`src/verilog/prcs_regs.svh`:
```
// Overview of operation
// - one setting picks the command source
// - open polarity pair means contact closures
// - shorted polarity pair means voltage inputs
// - method one starts on qualified start
// - method one stops when stop-enable drops
// - method two runs while start held
// - method two stops when start drops
// - voltage method one stops without stop-enable
// - valid start reaccelerates a decelerating rotor
// - qualified reset clears latched failure
// - rotation lamp off, green or orange
// - rotation lamp flash count shows speed
// - warning flashes orange with coded pattern
// - failure shows red with coded pattern
// - remote inputs ignored unless parallel selected
`ifndef PRCS_REGS_SVH
`define PRCS_REGS_SVH

// clock period in ns (50 MHz)
`define PRCS_CLK_NS      32'h00000014
// least start and reset pulse width, 300,000,000 ns
`define PRCS_QUAL_NS     32'h11e1a300
// least pulse rounded up to whole clock cycles
`define PRCS_QUAL_CYC \
  ((`PRCS_QUAL_NS + `PRCS_CLK_NS - 32'h1) / `PRCS_CLK_NS)
// lamp flash slot, 100,000,000 ns
`define PRCS_SLOT_NS     32'h05f5e100
// flash slot in cycles, rounded down
`define PRCS_SLOT_CYC    (`PRCS_SLOT_NS / `PRCS_CLK_NS)
// dark slots added after the off slot of the last flash
`define PRCS_FLASH_GAP   5'h04
// speed band limits in rpm
`define PRCS_RPM_BAND1   16'h07d0
`define PRCS_RPM_BAND2   16'h2710
`define PRCS_RPM_BAND3   16'h4e20
`define PRCS_RPM_BAND4   16'h5fb4
// flash pattern codes
`define PRCS_PAT_STEADY  4'h0
`define PRCS_PAT_CONT    4'hf
`define PRCS_PAT_ONE     4'h1
`define PRCS_PAT_TWO     4'h2
`define PRCS_PAT_THREE   4'h3

`endif

```
`src/verilog/prcs_pkg.sv`:
```
package prcs_pkg;

  // command source chosen by the input operation port setting
  typedef enum logic [2:0] {
    PRCS_SRC_PARALLEL = 3'b000,
    PRCS_SRC_SERIAL1  = 3'b001,
    PRCS_SRC_SERIAL2  = 3'b010,
    PRCS_SRC_SERIAL3  = 3'b011,
    PRCS_SRC_SERIAL4  = 3'b100
  } prcs_src_t;

  // rotor phase reported by the motor control
  typedef enum logic [1:0] {
    PRCS_PH_LEVITATE = 2'b00,
    PRCS_PH_ACCEL    = 2'b01,
    PRCS_PH_NORMAL   = 2'b10,
    PRCS_PH_DECEL    = 2'b11
  } prcs_phase_t;

endpackage

```
`src/verilog/prcs_flash.sv`:
```
`timescale 1ns/10ps
`include "prcs_regs.svh"

module prcs_flash
  import prcs_pkg::*;
(
  input  wire logic       core_clk_in,   // system clock
  input  wire logic       arst_n_in,     // async reset, low
  input  wire logic       tick_in,       // one pulse per slot
  input  wire logic       enable_in,     // lamp lit at all
  input  wire logic [3:0] pattern_in,    // flash pattern code
  output logic            lamp_out       // lamp drive
);

  // all state of the pattern generator
  typedef struct packed {
    logic [4:0] slot;   // slot within a flash frame
    logic       lamp;   // registered lamp level
  } prcs_flash_st_t;

  prcs_flash_st_t st_reg;   // present state
  prcs_flash_st_t st_next;  // next state
  logic [4:0]     limit;    // last slot of the frame
  logic [4:0]     lit_end;  // first slot after flashes

  // next state: frame walk and lamp level
  always_comb begin
    st_next = st_reg;
    lit_end = {pattern_in, 1'b0};
    if (pattern_in == `PRCS_PAT_CONT) begin
      // continuous flash: on, off, on, off
      limit = 5'h01;
    end else begin
      // n flashes then a dark gap
      limit = lit_end + `PRCS_FLASH_GAP - 5'h01;
    end
    if (!enable_in) begin
      // dark lamp restarts the frame
      st_next.slot = 5'h00;
      st_next.lamp = 1'b0;
    end else begin
      if (tick_in) begin
        if (st_reg.slot >= limit) begin
          st_next.slot = 5'h00;
        end else begin
          st_next.slot = st_reg.slot + 5'h01;
        end
      end
      if (pattern_in == `PRCS_PAT_STEADY) begin
        st_next.lamp = 1'b1;
      end else if (pattern_in == `PRCS_PAT_CONT) begin
        st_next.lamp = ~st_next.slot[0];
      end else begin
        st_next.lamp = (st_next.slot < lit_end) & ~st_next.slot[0];
      end
    end
  end

  // state register
  always_ff @(posedge core_clk_in or negedge arst_n_in) begin
    if (!arst_n_in) begin
      st_reg <= '0;
    end else begin
      st_reg <= st_next;
    end
  end

  assign lamp_out = st_reg.lamp;

endmodule

```
`src/verilog/prcs_top.sv`:
```
`timescale 1ns/10ps
`include "prcs_regs.svh"

module prcs_top
  import prcs_pkg::*;
#(
  // least start and reset pulse, in cycles
  parameter int unsigned QUAL_CYCLES = `PRCS_QUAL_CYC,
  // lamp flash slot, in cycles
  parameter int unsigned SLOT_CYCLES = `PRCS_SLOT_CYC
)
(
  input  wire logic        core_clk_in,       // system clock
  input  wire logic        arst_n_in,         // async reset, low
  input  wire prcs_src_t   source_sel_in,     // command source
  input  wire logic        polarity_short_in, // polarity pair shorted
  input  wire logic        method_two_in,     // 1: start method two
  input  wire logic        start_pin_in,      // start pin level
  input  wire logic        stop_en_pin_in,    // stop-enable pin level
  input  wire logic        reset_pin_in,      // reset pin level
  input  wire logic        power_ok_in,       // supply present
  input  wire prcs_phase_t rotor_phase_in,    // rotor phase
  input  wire logic [15:0] speed_rpm_in,      // rotor speed, rpm
  input  wire logic        warning_in,        // a warning is active
  input  wire logic [3:0]  warning_code_in,   // warning pattern
  input  wire logic        failure_in,        // failure detected
  input  wire logic [3:0]  failure_code_in,   // failure pattern
  output logic             run_cmd_out,       // rotor run command
  output logic             fault_latched_out, // safety function held
  output logic             power_led_out,     // power lamp green
  output logic             rot_green_out,     // rotation lamp green
  output logic             rot_orange_out,    // rotation lamp orange
  output logic             fail_orange_out,   // failure lamp orange
  output logic             fail_red_out       // failure lamp red
);

  // counter limits at counter width
  // the casts keep both limits at the width of their counters
  localparam logic [23:0] QUAL_L = 24'(QUAL_CYCLES);
  localparam logic [22:0] SLOT_L = 23'(SLOT_CYCLES);

  // all state of the block outside the two flash generators
  typedef struct packed {
    logic        start_s1;   // start sync, first stage
    logic        start_s2;   // start sync, second stage
    logic        stop_s1;    // stop-enable sync, first
    logic        stop_s2;    // stop-enable sync, second
    logic        rst_s1;     // reset sync, first stage
    logic        rst_s2;     // reset sync, second stage
    logic [1:0]  warm;       // sync stages filled since reset
    logic [23:0] start_cnt;  // start pulse width
    logic [23:0] reset_cnt;  // reset pulse width
    logic [22:0] slot_cnt;   // flash time base
    logic        tick;       // slot pulse
    logic        run;        // run command
    logic        fault;      // latched failure
    logic [3:0]  fail_code;  // captured failure code
    logic        pwr_led;    // power lamp
    logic        rot_g;      // rotation lamp green
    logic        rot_o;      // rotation lamp orange
    logic        fail_o;     // failure lamp orange
    logic        fail_r;     // failure lamp red
  } prcs_st_t;

  prcs_st_t    st_reg;       // present state
  prcs_st_t    st_next;      // next state
  logic        start_act;    // start asserted
  logic        stop_act;     // stop-enable asserted
  logic        rst_act;      // reset asserted
  logic        remote_ok;    // parallel port is the source
  logic        pins_ok;      // remote pins may act
  logic        start_qual;   // start pulse just qualified
  logic        reset_qual;   // reset pulse just qualified
  logic        rot_lit;      // rotation lamp lit
  logic [3:0]  rot_pat;      // rotation flash pattern
  logic        fail_lit;     // failure lamp lit
  logic [3:0]  fail_pat;     // failure flash pattern
  logic        rot_lamp;     // rotation pattern output
  logic        fail_lamp;    // failure pattern output

  // maps a pin level to asserted, per input style
  function automatic logic pin_active(input logic pol_short,
                                      input logic level);
    // open pair, closed contact pulls low
    pin_active = pol_short ? level : ~level;
  endfunction

  // saturating pulse-width counter step
  function automatic logic [23:0] width_step(input logic act,
                                             input logic [23:0] cnt);
    // a dropped input restarts the count
    if (!act) begin
      width_step = 24'h000000;
    end else if (cnt >= QUAL_L) begin
      // saturate so a held pin qualifies only once
      width_step = cnt;
    end else begin
      width_step = cnt + 24'h000001;
    end
  endfunction

  // speed band to flash pattern
  function automatic logic [3:0] speed_band(input logic [15:0] rpm);
    if (rpm <= `PRCS_RPM_BAND1) begin
      speed_band = `PRCS_PAT_ONE;
    end else if (rpm <= `PRCS_RPM_BAND2) begin
      speed_band = `PRCS_PAT_TWO;
    end else if (rpm <= `PRCS_RPM_BAND3) begin
      speed_band = `PRCS_PAT_THREE;
    end else if (rpm < `PRCS_RPM_BAND4) begin
      speed_band = `PRCS_PAT_CONT;
    end else begin
      speed_band = `PRCS_PAT_STEADY;
    end
  endfunction

  // decoded inputs, remote pins from second sync stage, source select unsynchronised
  always_comb begin
    unique case (source_sel_in)
      PRCS_SRC_PARALLEL: remote_ok = 1'b1;
      PRCS_SRC_SERIAL1:  remote_ok = 1'b0;
      PRCS_SRC_SERIAL2:  remote_ok = 1'b0;
      PRCS_SRC_SERIAL3:  remote_ok = 1'b0;
      PRCS_SRC_SERIAL4:  remote_ok = 1'b0;
      default:           remote_ok = 1'b0;
    endcase
    // sync flops reset to zero, which contact wiring reads as a
    // closed contact: keep the pins off until both stages are real
    pins_ok = remote_ok & st_reg.warm[1];
    // other sources mask the remote pins
    start_act = pins_ok & pin_active(polarity_short_in,
                                     st_reg.start_s2);
    stop_act  = pins_ok & pin_active(polarity_short_in,
                                     st_reg.stop_s2);
    rst_act   = pins_ok & pin_active(polarity_short_in,
                                     st_reg.rst_s2);
    // qualified on the cycle the width is reached
    // the equality makes each qualify strobe one cycle long
    start_qual = start_act & stop_act &
                 (st_reg.start_cnt == QUAL_L - 24'h000001);
    reset_qual = rst_act &
                 (st_reg.reset_cnt == QUAL_L - 24'h000001);
  end

  // lamp selection from rotor and fault state
  always_comb begin
    unique case (rotor_phase_in)
      PRCS_PH_LEVITATE: begin
        // dark whatever the speed reads
        rot_lit = 1'b0;
        rot_pat = `PRCS_PAT_STEADY;
      end
      PRCS_PH_ACCEL: begin
        // speed band while spinning up
        rot_lit = 1'b1;
        rot_pat = speed_band(speed_rpm_in);
      end
      PRCS_PH_NORMAL: begin
        rot_lit = 1'b1;
        rot_pat = `PRCS_PAT_STEADY;
      end
      PRCS_PH_DECEL: begin
        // same bands while coasting down
        rot_lit = 1'b1;
        rot_pat = speed_band(speed_rpm_in);
      end
    endcase
    if (st_reg.fault) begin
      // failure code drives the red pattern
      fail_lit = 1'b1;
      fail_pat = st_reg.fail_code;
    end else if (warning_in) begin
      fail_lit = 1'b1;
      if (warning_code_in == `PRCS_PAT_STEADY) begin
        fail_pat = `PRCS_PAT_CONT;
      end else begin
        fail_pat = warning_code_in;
      end
    end else begin
      // no fault and no warning: lamp dark
      fail_lit = 1'b0;
      fail_pat = `PRCS_PAT_STEADY;
    end
  end

  // both lamps share one slot tick, so their flashes line up
  // rotation lamp pattern
  prcs_flash u_rot_flash (
    .core_clk_in (core_clk_in),
    .arst_n_in   (arst_n_in),
    .tick_in     (st_reg.tick),
    .enable_in   (rot_lit),
    .pattern_in  (rot_pat),
    .lamp_out    (rot_lamp)
  );

  // failure lamp pattern
  prcs_flash u_fail_flash (
    .core_clk_in (core_clk_in),
    .arst_n_in   (arst_n_in),
    .tick_in     (st_reg.tick),
    .enable_in   (fail_lit),
    .pattern_in  (fail_pat),
    .lamp_out    (fail_lamp)
  );

  // next state of the whole block
  always_comb begin
    st_next = st_reg;
    st_next.start_s1 = start_pin_in;
    st_next.start_s2 = st_reg.start_s1;
    st_next.stop_s1  = stop_en_pin_in;
    st_next.stop_s2  = st_reg.stop_s1;
    st_next.rst_s1   = reset_pin_in;
    st_next.rst_s2   = st_reg.rst_s1;
    // warm-up shift, full two edges after reset
    st_next.warm     = {st_reg.warm[0], 1'b1};
    // start width counts only under stop-enable
    st_next.start_cnt = width_step(start_act & stop_act,
                                   st_reg.start_cnt);
    st_next.reset_cnt = width_step(rst_act, st_reg.reset_cnt);
    // slow time base for the lamps
    if (st_reg.slot_cnt >= SLOT_L - 23'h000001) begin
      st_next.slot_cnt = 23'h000000;
      st_next.tick     = 1'b1;
    end else begin
      st_next.slot_cnt = st_reg.slot_cnt + 23'h000001;
      st_next.tick     = 1'b0;
    end
    // clear first, so a failure in the same cycle wins below
    // qualified reset clears the latch
    if (reset_qual) begin
      st_next.fault = 1'b0;
    end
    // a new failure wins over a reset
    if (failure_in) begin
      st_next.fault     = 1'b1;
      st_next.fail_code = failure_code_in;
    end
    // run command
    // with another source the pins are masked and run holds
    if (remote_ok) begin
      if (method_two_in) begin
        // start is a level, stop-enable ignored
        st_next.run = start_act;
      end else if (!stop_act) begin
        st_next.run = 1'b0;
      end else if (start_qual) begin
        // accepted at any rotor phase
        // no phase check, so a coasting rotor restarts
        st_next.run = 1'b1;
      end
    end
    // latched failure forces a stop
    // taken from the next value so the stop lands with the latch
    if (st_next.fault) begin
      st_next.run = 1'b0;
    end
    // every lamp output is registered, so lamps trail by a cycle
    // power lamp follows supply only
    st_next.pwr_led = power_ok_in;
    st_next.rot_g = rot_lamp &
                    (rotor_phase_in != PRCS_PH_DECEL);
    st_next.rot_o = rot_lamp &
                    (rotor_phase_in == PRCS_PH_DECEL);
    st_next.fail_o = fail_lamp & ~st_reg.fault;
    st_next.fail_r = fail_lamp & st_reg.fault;
  end

  // state register
  always_ff @(posedge core_clk_in or negedge arst_n_in) begin
    if (!arst_n_in) begin
      st_reg <= '0;
    end else begin
      st_reg <= st_next;
    end
  end

  // outputs straight from flops
  // no logic between the state flops and the pins
  assign run_cmd_out       = st_reg.run;
  assign fault_latched_out = st_reg.fault;
  assign power_led_out     = st_reg.pwr_led;
  assign rot_green_out     = st_reg.rot_g;
  assign rot_orange_out    = st_reg.rot_o;
  assign fail_orange_out   = st_reg.fail_o;
  assign fail_red_out      = st_reg.fail_r;

endmodule

```
`config.mk`:
```
export PLATFORM = sky130hd
export DESIGN_NAME = prcs_top
export DESIGN_NICKNAME = d
export VERILOG_FILES = /design/src/verilog/prcs_pkg.sv /design/src/verilog/prcs_flash.sv /design/src/verilog/prcs_top.sv
export VERILOG_INCLUDE_DIRS = /design/src /design/src/verilog
export SDC_FILE = /design/constraint.sdc
export NUM_CORES = 1
export LEC_CHECK = 0
export ABC_AREA = 0
export BUFFER_PORTS_ARGS = -buffer_cell sky130_fd_sc_hd__buf_2
export CAP_MARGIN = 15
export CORE_MARGIN = 1
export CORE_UTILIZATION = 25
export CTS_CLUSTER_DIAMETER = 30
export DETAILED_ROUTE_END_ITERATION = 10
export PLACE_DENSITY = 0.47
export RECOVER_POWER = 25
export SLEW_MARGIN = 20
export SYNTH_ARGS = -nofsm -noshare
export SYNTH_HDL_FRONTEND = slang
export SYNTH_HIERARCHICAL = 1
export SYNTH_SLANG_ARGS = --single-unit
```
`constraint.sdc`:
```
create_clock -name core_clk_in -period 4 [get_ports core_clk_in]
set_input_delay 0.4 -clock core_clk_in [delete_from_list [all_inputs] [get_ports core_clk_in]]
set_output_delay 0.4 -clock core_clk_in [all_outputs]
set_load 0.02 [all_outputs]
```
# Yosys cells after proc, flatten, opt, wreduce, memory -nomap -nowiden
# Index checks and enable logic that the tools add are counted.
[op_classes]
n_addsub = 9
multipliers = 0
div_mod_pow = 0
magnitude_cmp = 11
eq_ne = 11
n_shift = 0
muxes = 41
bitwise = 19
n_reduce_logical = 10
[ops]
columns = ["op", "count"]
rows = [
  ["$mux 24", 5],
  ["$add 24x1->24 const B", 2],
  ["$eq 24x24->1 const B", 2],
  ["$ge 24x24->1 const B", 2],
  ["$mux 5", 9],
  ["$mux 4", 7],
  ["$add 23x1->23 const B", 1],
  ["$ge 23x23->1 const B", 1],
  ["$le 16x11->1 const B", 1],
  ["$le 16x14->1 const B", 1],
  ["$le 16x15->1 const B", 1],
  ["$lt 16x15->1 const B", 1],
  ["$mux 1", 16],
  ["$and 1x1->1", 13],
  ["$logic_not 4->1", 3],
  ["$mux 6", 2],
  ["$add 5x1->5 const B", 2],
  ["$add 5x3->5 const B", 2],
  ["$ge 5x5->1", 2],
  ["$lt 5x5->1", 2],
  ["$sub 5x1->5 const B", 2],
  ["$eq 4x4->1 const B", 2],
  ["$pmux 4 s2", 1],
  ["$ne 2x2->1 const B", 3],
  ["11 further kinds", 18],
]
[word_totals]
reg_bits = 103
latch_bits = 0
mem_bits_rw = 0
rom_bits = 0
inputBits = 39
elab_cells = 124
mem_count = 0

# Depth between registers and ports, before layout
# Gate-level depths: netlist of run 1.
[depth]
word_depth = 18
ltp_mapped = 19
ltp_nobuf = 19

# Cells and area by module
# Netlist of run 1, hierarchy kept.
[modules_own_cells]
columns = ["module", "n_inst", "cells_each", "area_per_inst_um2"]
rows = [
  ["prcs_top", 1, 489, 4653.2],
  ["prcs_flash", 2, 73, 603.1],
]

# Least setup slack after synthesis of run 1
# OpenSTA, ideal clock, no wires.
[synth_path]
path_kind = "input port to flip-flop"
startpoint = "in speed_rpm_in[3]"
endpoint = "reg u_rot_flash.st_reg, in the netlist u_rot_flash/lamp_out"
setup_ps = 123
arrival_time_ps = 3834
path_slack_ps = 43
path_stages = 17
n_path_buf = 0
cell_sequence = "o211a_1 > o2111ai_1 > o21ai_0 > a31oi_1 > and3_1 > inv_1 > o41a_1 > ha_1 > and3_1 > a221oi_4 > o21ai_1 > nand2_1 > ha_1 > o211ai_1 > and3b_1 > or2_1 > o221a_1"
[synth_rtl]
columns = ["element", "line", "text"]
rows = [
  ["start: declaration", "prcs_top.sv:23", "input wire logic [15:0] speed_rpm_in,"],
  ["end signal: assignment", "prcs_flash.sv:64", "st_reg <= st_next;"],
  ["end: declaration", "prcs_flash.sv:21", "prcs_flash_st_t st_reg;"],
]

==> results of run 1 <==
-- stage by stage --
stage          power (W)  utilization  cell area [sq um]  instances
4_1_cts          0.00253        0.305               6940       1023
2_1_floorplan    0.00138            -               5860        635
6_report         0.00248        0.306               6960       1023
5_1_grt          0.00261        0.306               6960       1023
3_3_place_gp     0.00153        0.291               6620       1007
3_5_place_dp     0.00154        0.291               6620       1007
-- power breakdown --
group / switching (W) / internal (W) / leakage (nW)
combinational: 0.000213 / 0.000190 / 1.45
clock: 0.000439 / 0.000521 / 0.160
sequential: 0.0000338 / 0.00108 / 1.36
total: 0.000685 / 0.00179 / 2.97
-- Yosys cell counts, drive strengths merged, types with 2 or more instances --
| library cell | count | area share |
|---|---|---|
| a21o | 5 | 0.0064 |
| a21oi | 14 | 0.012 |
| a221oi | 3 | 0.010 |
| a2bb2oi | 2 | 0.0030 |
| a31oi | 10 | 0.011 |
| and2 | 4 | 0.0043 |
| and3 | 24 | 0.026 |
| and3b | 2 | 0.0030 |
| and4 | 6 | 0.0090 |
| buf | 6 | 0.0070 |
| clkbuf | 8 | 0.0051 |
| dfrtp | 103 | 0.44 |
| ha | 25 | 0.053 |
| inv | 24 | 0.015 |
| mux2 | 4 | 0.0077 |
| mux2i | 2 | 0.0034 |
| nand2 | 54 | 0.035 |
| nand3 | 60 | 0.052 |
| nand4 | 21 | 0.022 |
| nor2 | 90 | 0.058 |
| nor2b | 7 | 0.0075 |
| nor3 | 12 | 0.010 |
| nor3b | 2 | 0.0026 |
| nor4 | 11 | 0.014 |
| nor4b | 3 | 0.0045 |
| o2111ai | 2 | 0.0030 |
| o211ai | 4 | 0.0051 |
| o21ai | 25 | 0.022 |
| o221a | 2 | 0.0038 |
| o31ai | 2 | 0.0026 |
| o41a | 2 | 0.0038 |
| or2 | 5 | 0.0053 |
| or3 | 7 | 0.0075 |
| or3b | 2 | 0.0030 |
| or4 | 3 | 0.0038 |
| xnor2 | 23 | 0.034 |
| xor2 | 39 | 0.058 |
-- cell type report --
class | count | area [sq um]
tap | 313 | 392
multi-input combinational | 494 | 3140
fill | 2374 | 15800
sequential | 103 | 2580
inverter | 24 | 90.1
clock inverter | 6 | 86.3
clock buffer | 10 | 239
timing repair buffer | 73 | 433
-- routing by layer --
layer	up-vias	share of wire
met5	-	0
met2	59	0.46
met4	0	0.010
met3	8	0.033
met1	2204	0.50
li1	2387	-
-- cells by family (layout without fill, tap and decap cells) --
group	after synthesis	after routing	synth area share
multiplexers	6	6	0.0111
adder cells (fa/ha/maj)	25	25	0.0534
AND/OR/NAND/NOR	317	317	0.273
buffers and inverters	38	113	0.0275
AO/OA/AOI/OAI	83	83	0.102
other	1	1	0.000640
XOR/XNOR	62	62	0.0927
flip-flops	103	103	0.440
-- worst paths after layout --
| path | from | end | slack (ns) |
|---|---|---|---|
| min in group asynchronous | arst_n_in | st_reg[37] | 1.07 |
| worst max-delay path | speed_rpm_in[3] | u_rot_flash/lamp_out | 0.17 |
| max in group asynchronous | arst_n_in | u_fail_flash/st_reg[5] | 1.12 |
| worst min-delay path | start_pin_in | st_next[89] | 0.15 |
| worst max register to register | fault_latched_out | u_fail_flash/lamp_out | 0.36 |
| worst min register to register | st_next[87] | st_reg[87] | 0.35 |
==> flow_summary.yaml, run 1 <==
run_status:
  outcome: "finished, violations left"
  violations: "capacitance limit, slew limit"
floorplan:
  rows: 55
  num_io_pins: 46
  fp.dieArea_sq_um: 24100
  fp.dieW_um: 155
  fp.coreArea_sq_um: 22800
  initial_core_util: 0.257
  die_h_um: 155
setup_path:
  crit_type: "in -> reg"
  path_cells: "buf_2 > o211a_1 > o2111ai_1 > o21ai_0 > a31oi_1 > and3_4 > inv_1 > o41a_1 > ha_1 > and3_1 > a221oi_4 > o21ai_1 > nand2_1 > ha_1 > o211ai_1 > and3b_1 > or2_1 > o221a_1"
  reg2reg_depth: 16
  cp_common_cell: "ha_1"
  arrival_ns: 4.07
  crit_path_end_kind: "flip-flop"
  cp.depth: 18
  cp-start-kind: "input port"
  slowest_stage: "o41a_1"
  path_buf_inv: 2
  critPathTopFamily: "compound AO/OA/AOI/OAI gates"
  max_stage_delay_ns: 0.40
  critical_path_required_ns: 4.24
  crit_path_max_fanout: 6
layout:
  syn_to_final_growth_pct: 18.8
  fin_nets: 769
  largest_reg_flops: 80
  mostFrequentLayoutCells: "dfrtp_1 (103), nor2_1 (90), nand3_1 (59)"
  layout_commonest_cell: "dfrtp_1"
  insertedDiodeCount: 0
  layout-drive-gt1-share: 0.151
place:
  place_hpwl_um: 9370
  place.port_buffers: 45
  gp_congestion: 0.806
  dp_slack_ns: -0.231
global_route:
  track_usage: 0.113
  grt.overflow.total: 0
  grt_pass1_vias: 4483
  use_met2: 0.186
  grt_use_met1: 0.146
  antenna_found_initial: 0
  grt_start_max_net_pins: 58
  met3_usage: 0.0309
  grt_busiest_layer: "met2"
  grt_pass1_wl_um: 21800
timing:
  final_max_slew_viol_count: 58
  worst_pin_slew_ns: 3.15
  finalWorstSetupSlack_ns: 0.169
  fin_crit_ns: 3.83
  max_clock_freq_ghz: 0.261
  holdWs_ns: 0.148
  skew_ns: 0.00905
  hold_violations: 0
  relSlewSlack: -1.10
  period_share: 0.958
  setup_viol: 0
  setup-tns-final_ns: 0
logic_synthesis:
  postSynthAreaPerCell_sq_um: 9.23
  ys_seq_area_frac: 0.440
  synth_seq_cells: 103
  synth_nets: 699
  synth_ff_type: "dfrtp_1"
  syn_inst: 635
  yosysUniqueCellTypes: 63
  synth_area_sq_um: 5860
  async_flop_share: 1.00
  synth_edf_count: 0
  yosys_warnings: 6
drt:
  postRouteWirelength_um: 13000
  routedWlPerCell_um: 12.7
  drt_iter0_drc: 145
  drt-vias-per-instance: 4.55
  dr.pass1.iters: 4
  vias: 4658
  ant_nets: 0
  drc: 0
power:
  power_density_nw_per_um2: 356
  leakage_nw: 2.97
  vdd_drop_max_mv: 0.213
cts:
  cts-root-buf: "clkbuf_16"
  cts_tree: "yes"
  cts_hold_buf: 0
  ctsResizeCount: 0
  htreeDepth: 3
  postCtsSetupBuffers: 0
  clk_latency_ns: 0.36
  cts.clk_slew.worst_paths_ns: 0.08
  clock-sinks: 103
  cts.path.max_buffers: 2
  cts_made_buffers: 9
job:
  cap_violations: 1
worst_hold_path:
  min_path_type: "in -> reg"
  hold_depth: 1
No activity file was read; power rests on OpenSTA's default activity.
==> run 2: changes to the inputs <==
--- a/config.mk
+++ b/config.mk
@@ -12,6 +12,7 @@
 export CORE_MARGIN = 1
 export CORE_UTILIZATION = 25
 export CTS_CLUSTER_DIAMETER = 30
+export CTS_CLUSTER_SIZE = 40
 export DETAILED_ROUTE_END_ITERATION = 10
 export PLACE_DENSITY = 0.47
 export RECOVER_POWER = 25
==> constraint.sdc (replaced) <==
create_clock -name core_clk_in -period 4 [get_ports core_clk_in]
set_input_delay 0.2 -clock core_clk_in [delete_from_list [all_inputs] [get_ports core_clk_in]]
set_output_delay 0.2 -clock core_clk_in [all_outputs]
set_load 0.02 [all_outputs]
==> flow_summary.yaml, run 2 (synthesis results as in run 1) <==
run_status:
  outcome: "finished, violations left"
  violations: "capacitance limit, slew limit"
floorplan:
  die_h_um: 155
  rows: 55
  fp.dieArea_sq_um: 24100
  fp.coreArea_sq_um: 22800
  num_io_pins: 46
  fp.dieW_um: 155
  initial_core_util: 0.257
place:
  dp_slack_ns: -0.0332
  dpl_cell_area_sq_um: 6560
  place.port_buffers: 45
  dp_cells: 999
  gp_congestion: 0.777
  place_hpwl_um: 9140
cts:
  cts.clk_slew.worst_paths_ns: 0.07
  htreeDepth: 3
  cts_made_buffers: 9
  cts-root-buf: "clkbuf_16"
  cts_tree: "yes"
  clk_latency_ns: 0.35
  postCtsSetupBuffers: 0
  cts.path.max_buffers: 2
  clock-sinks: 103
layout:
  insertedDiodeCount: 0
  layout_commonest_cell: "dfrtp_1"
  largest_reg_flops: 80
  syn_to_final_growth_pct: 18.5
  mostFrequentLayoutCells: "dfrtp_1 (103), nor2_1 (90), nand3_1 (59)"
  layout-drive-gt1-share: 0.137
  final_area_sq_um: 6940
  final_util: 0.305
  fin_nets: 766
  finalNonFillerCells: 1020
global_route:
  grt.overflow.total: 0
  grt_pass1_vias: 4629
  grt_pass1_wl_um: 22900
  antenna_found_initial: 0
  track_usage: 0.118
  grt_start_max_net_pins: 46
setup_path:
  slowest_stage: "nor4_1"
  max_stage_delay_ns: 0.38
  reg2reg_depth: 13
  reg2reg_to: "u_fail_flash/lamp_out"
  path_cells: "buf_2 > nor4_1 > nor2b_1 > o2111ai_1 > nand3_1 > o22ai_1 > ha_1 > a21oi_1 > o21ai_1 > o41a_1 > ha_1 > and3_1 > a221oi_4 > nand3_1 > nand3_1 > ha_1 > nand2_1 > and3b_1 > or2_1 > o221a_1"
  r2r-start: "fault_latched_out"
  crit_start: "speed_rpm_in[0]"
  critPathTopFamily: "simple AND/OR/NAND/NOR gates"
  arrival_ns: 3.87
  rrSetupSlack_ns: 0.42
  crit_path_end_kind: "flip-flop"
  critical_path_required_ns: 4.24
  crit_type: "in -> reg"
  path_buf_inv: 1
  crit_path_max_fanout: 6
  cp-start-kind: "input port"
timing:
  fin_crit_ns: 3.63
  skew_ns: 0.0122
  relSlewSlack: -0.719
  final_max_slew_viol_count: 46
  setup_viol: 0
  hold_violations: 0
  period_share: 0.907
  rsz0062_at_grt: "no"
  finalWorstSetupSlack_ns: 0.371
  worst_pin_slew_ns: 2.58
  max_clock_freq_ghz: 0.276
worst_hold_path:
  hold_depth: 2
  hp-start: "rotor_phase_in[1]"
  min_path_type: "in -> reg"
  holdPathEnd: "rot_green_out"
drt:
  drt-vias-per-instance: 4.66
  postRouteWirelength_um: 12900
  dr.pass1.iters: 4
  ant_nets: 0
  drt_iter0_drc: 153
  drc: 0
  routedWlPerCell_um: 12.7
  vias: 4749
power:
  power_density_nw_per_um2: 360
  leakage_nw: 2.96
  vdd_drop_max_mv: 0.191
job:
  cap_violations: 1
## run 2: power breakdown
part	switching [W]	internal, W
Sequential	0.0000319	0.00108
Clock	0.000408	0.000584
Combinational	0.000210	0.000189
## run 2: cell type report
cell class | instances | area, sq um
Clock buffer | 11 | 253
Sequential cell | 103 | 2580
Tap cell | 313 | 392
Inverter | 24 | 90.1
Multi-Input combinational cell | 494 | 3130
Clock inverter | 5 | 78.8
Fill cell | 2400 | 15800
Timing Repair Buffer | 70 | 424
## run 2: metrics by stage
step,setup TNS (ns),hold WS (ns),total power (W)
floorplan,0,-0.0956,0.00138
global route,0,0.0719,0.00264
global placement,0,0.265,0.00152
finish,0,0.0654,0.00250
CTS,0,0.0542,0.00254
detailed placement,-0.0332,0.267,0.00153
## run 2: what timing repair did
item	CTS	global route
hold endpoints to repair	47	0
hold buffers	5	0
setup endpoints to repair	0	1
resized for setup	0	1
## run 2: worst register-to-register path: cells and delay by family, from the launching register on
family | cells | cell delay, ns
buffers and inverters | 1 | 0.14
AOI/OAI and AO/OA | 6 | 1.65
DFF | 1 | 0.52
and+or+nand+nor | 4 | 0.71
adders and majority gates | 2 | 0.46
## run 2: how the worst max path moves through the flow
stage	end	slack [ns]	depth (start not counted)
CTS	u_rot_flash/lamp_out	0.35	20
floorplan	u_rot_flash/lamp_out	0.24	17
global route	u_rot_flash/lamp_out	0.03	20
detailed placement	u_rot_flash/lamp_out	-0.03	20
global placement	u_rot_flash/lamp_out	0.04	18
finish	u_rot_flash/lamp_out	0.37	20
## run 2: routing by layer
| metal | GRT usage | part of all wire | vias up |
|---|---|---|---|
| met5 | 0 | 0 | - |
| met4 | 0.0438 | 0.015 | 0 |
| met3 | 0.0209 | 0.035 | 12 |
| met2 | 0.184 | 0.44 | 86 |
| met1 | 0.162 | 0.51 | 2263 |
| li1 | - | - | 2388 |
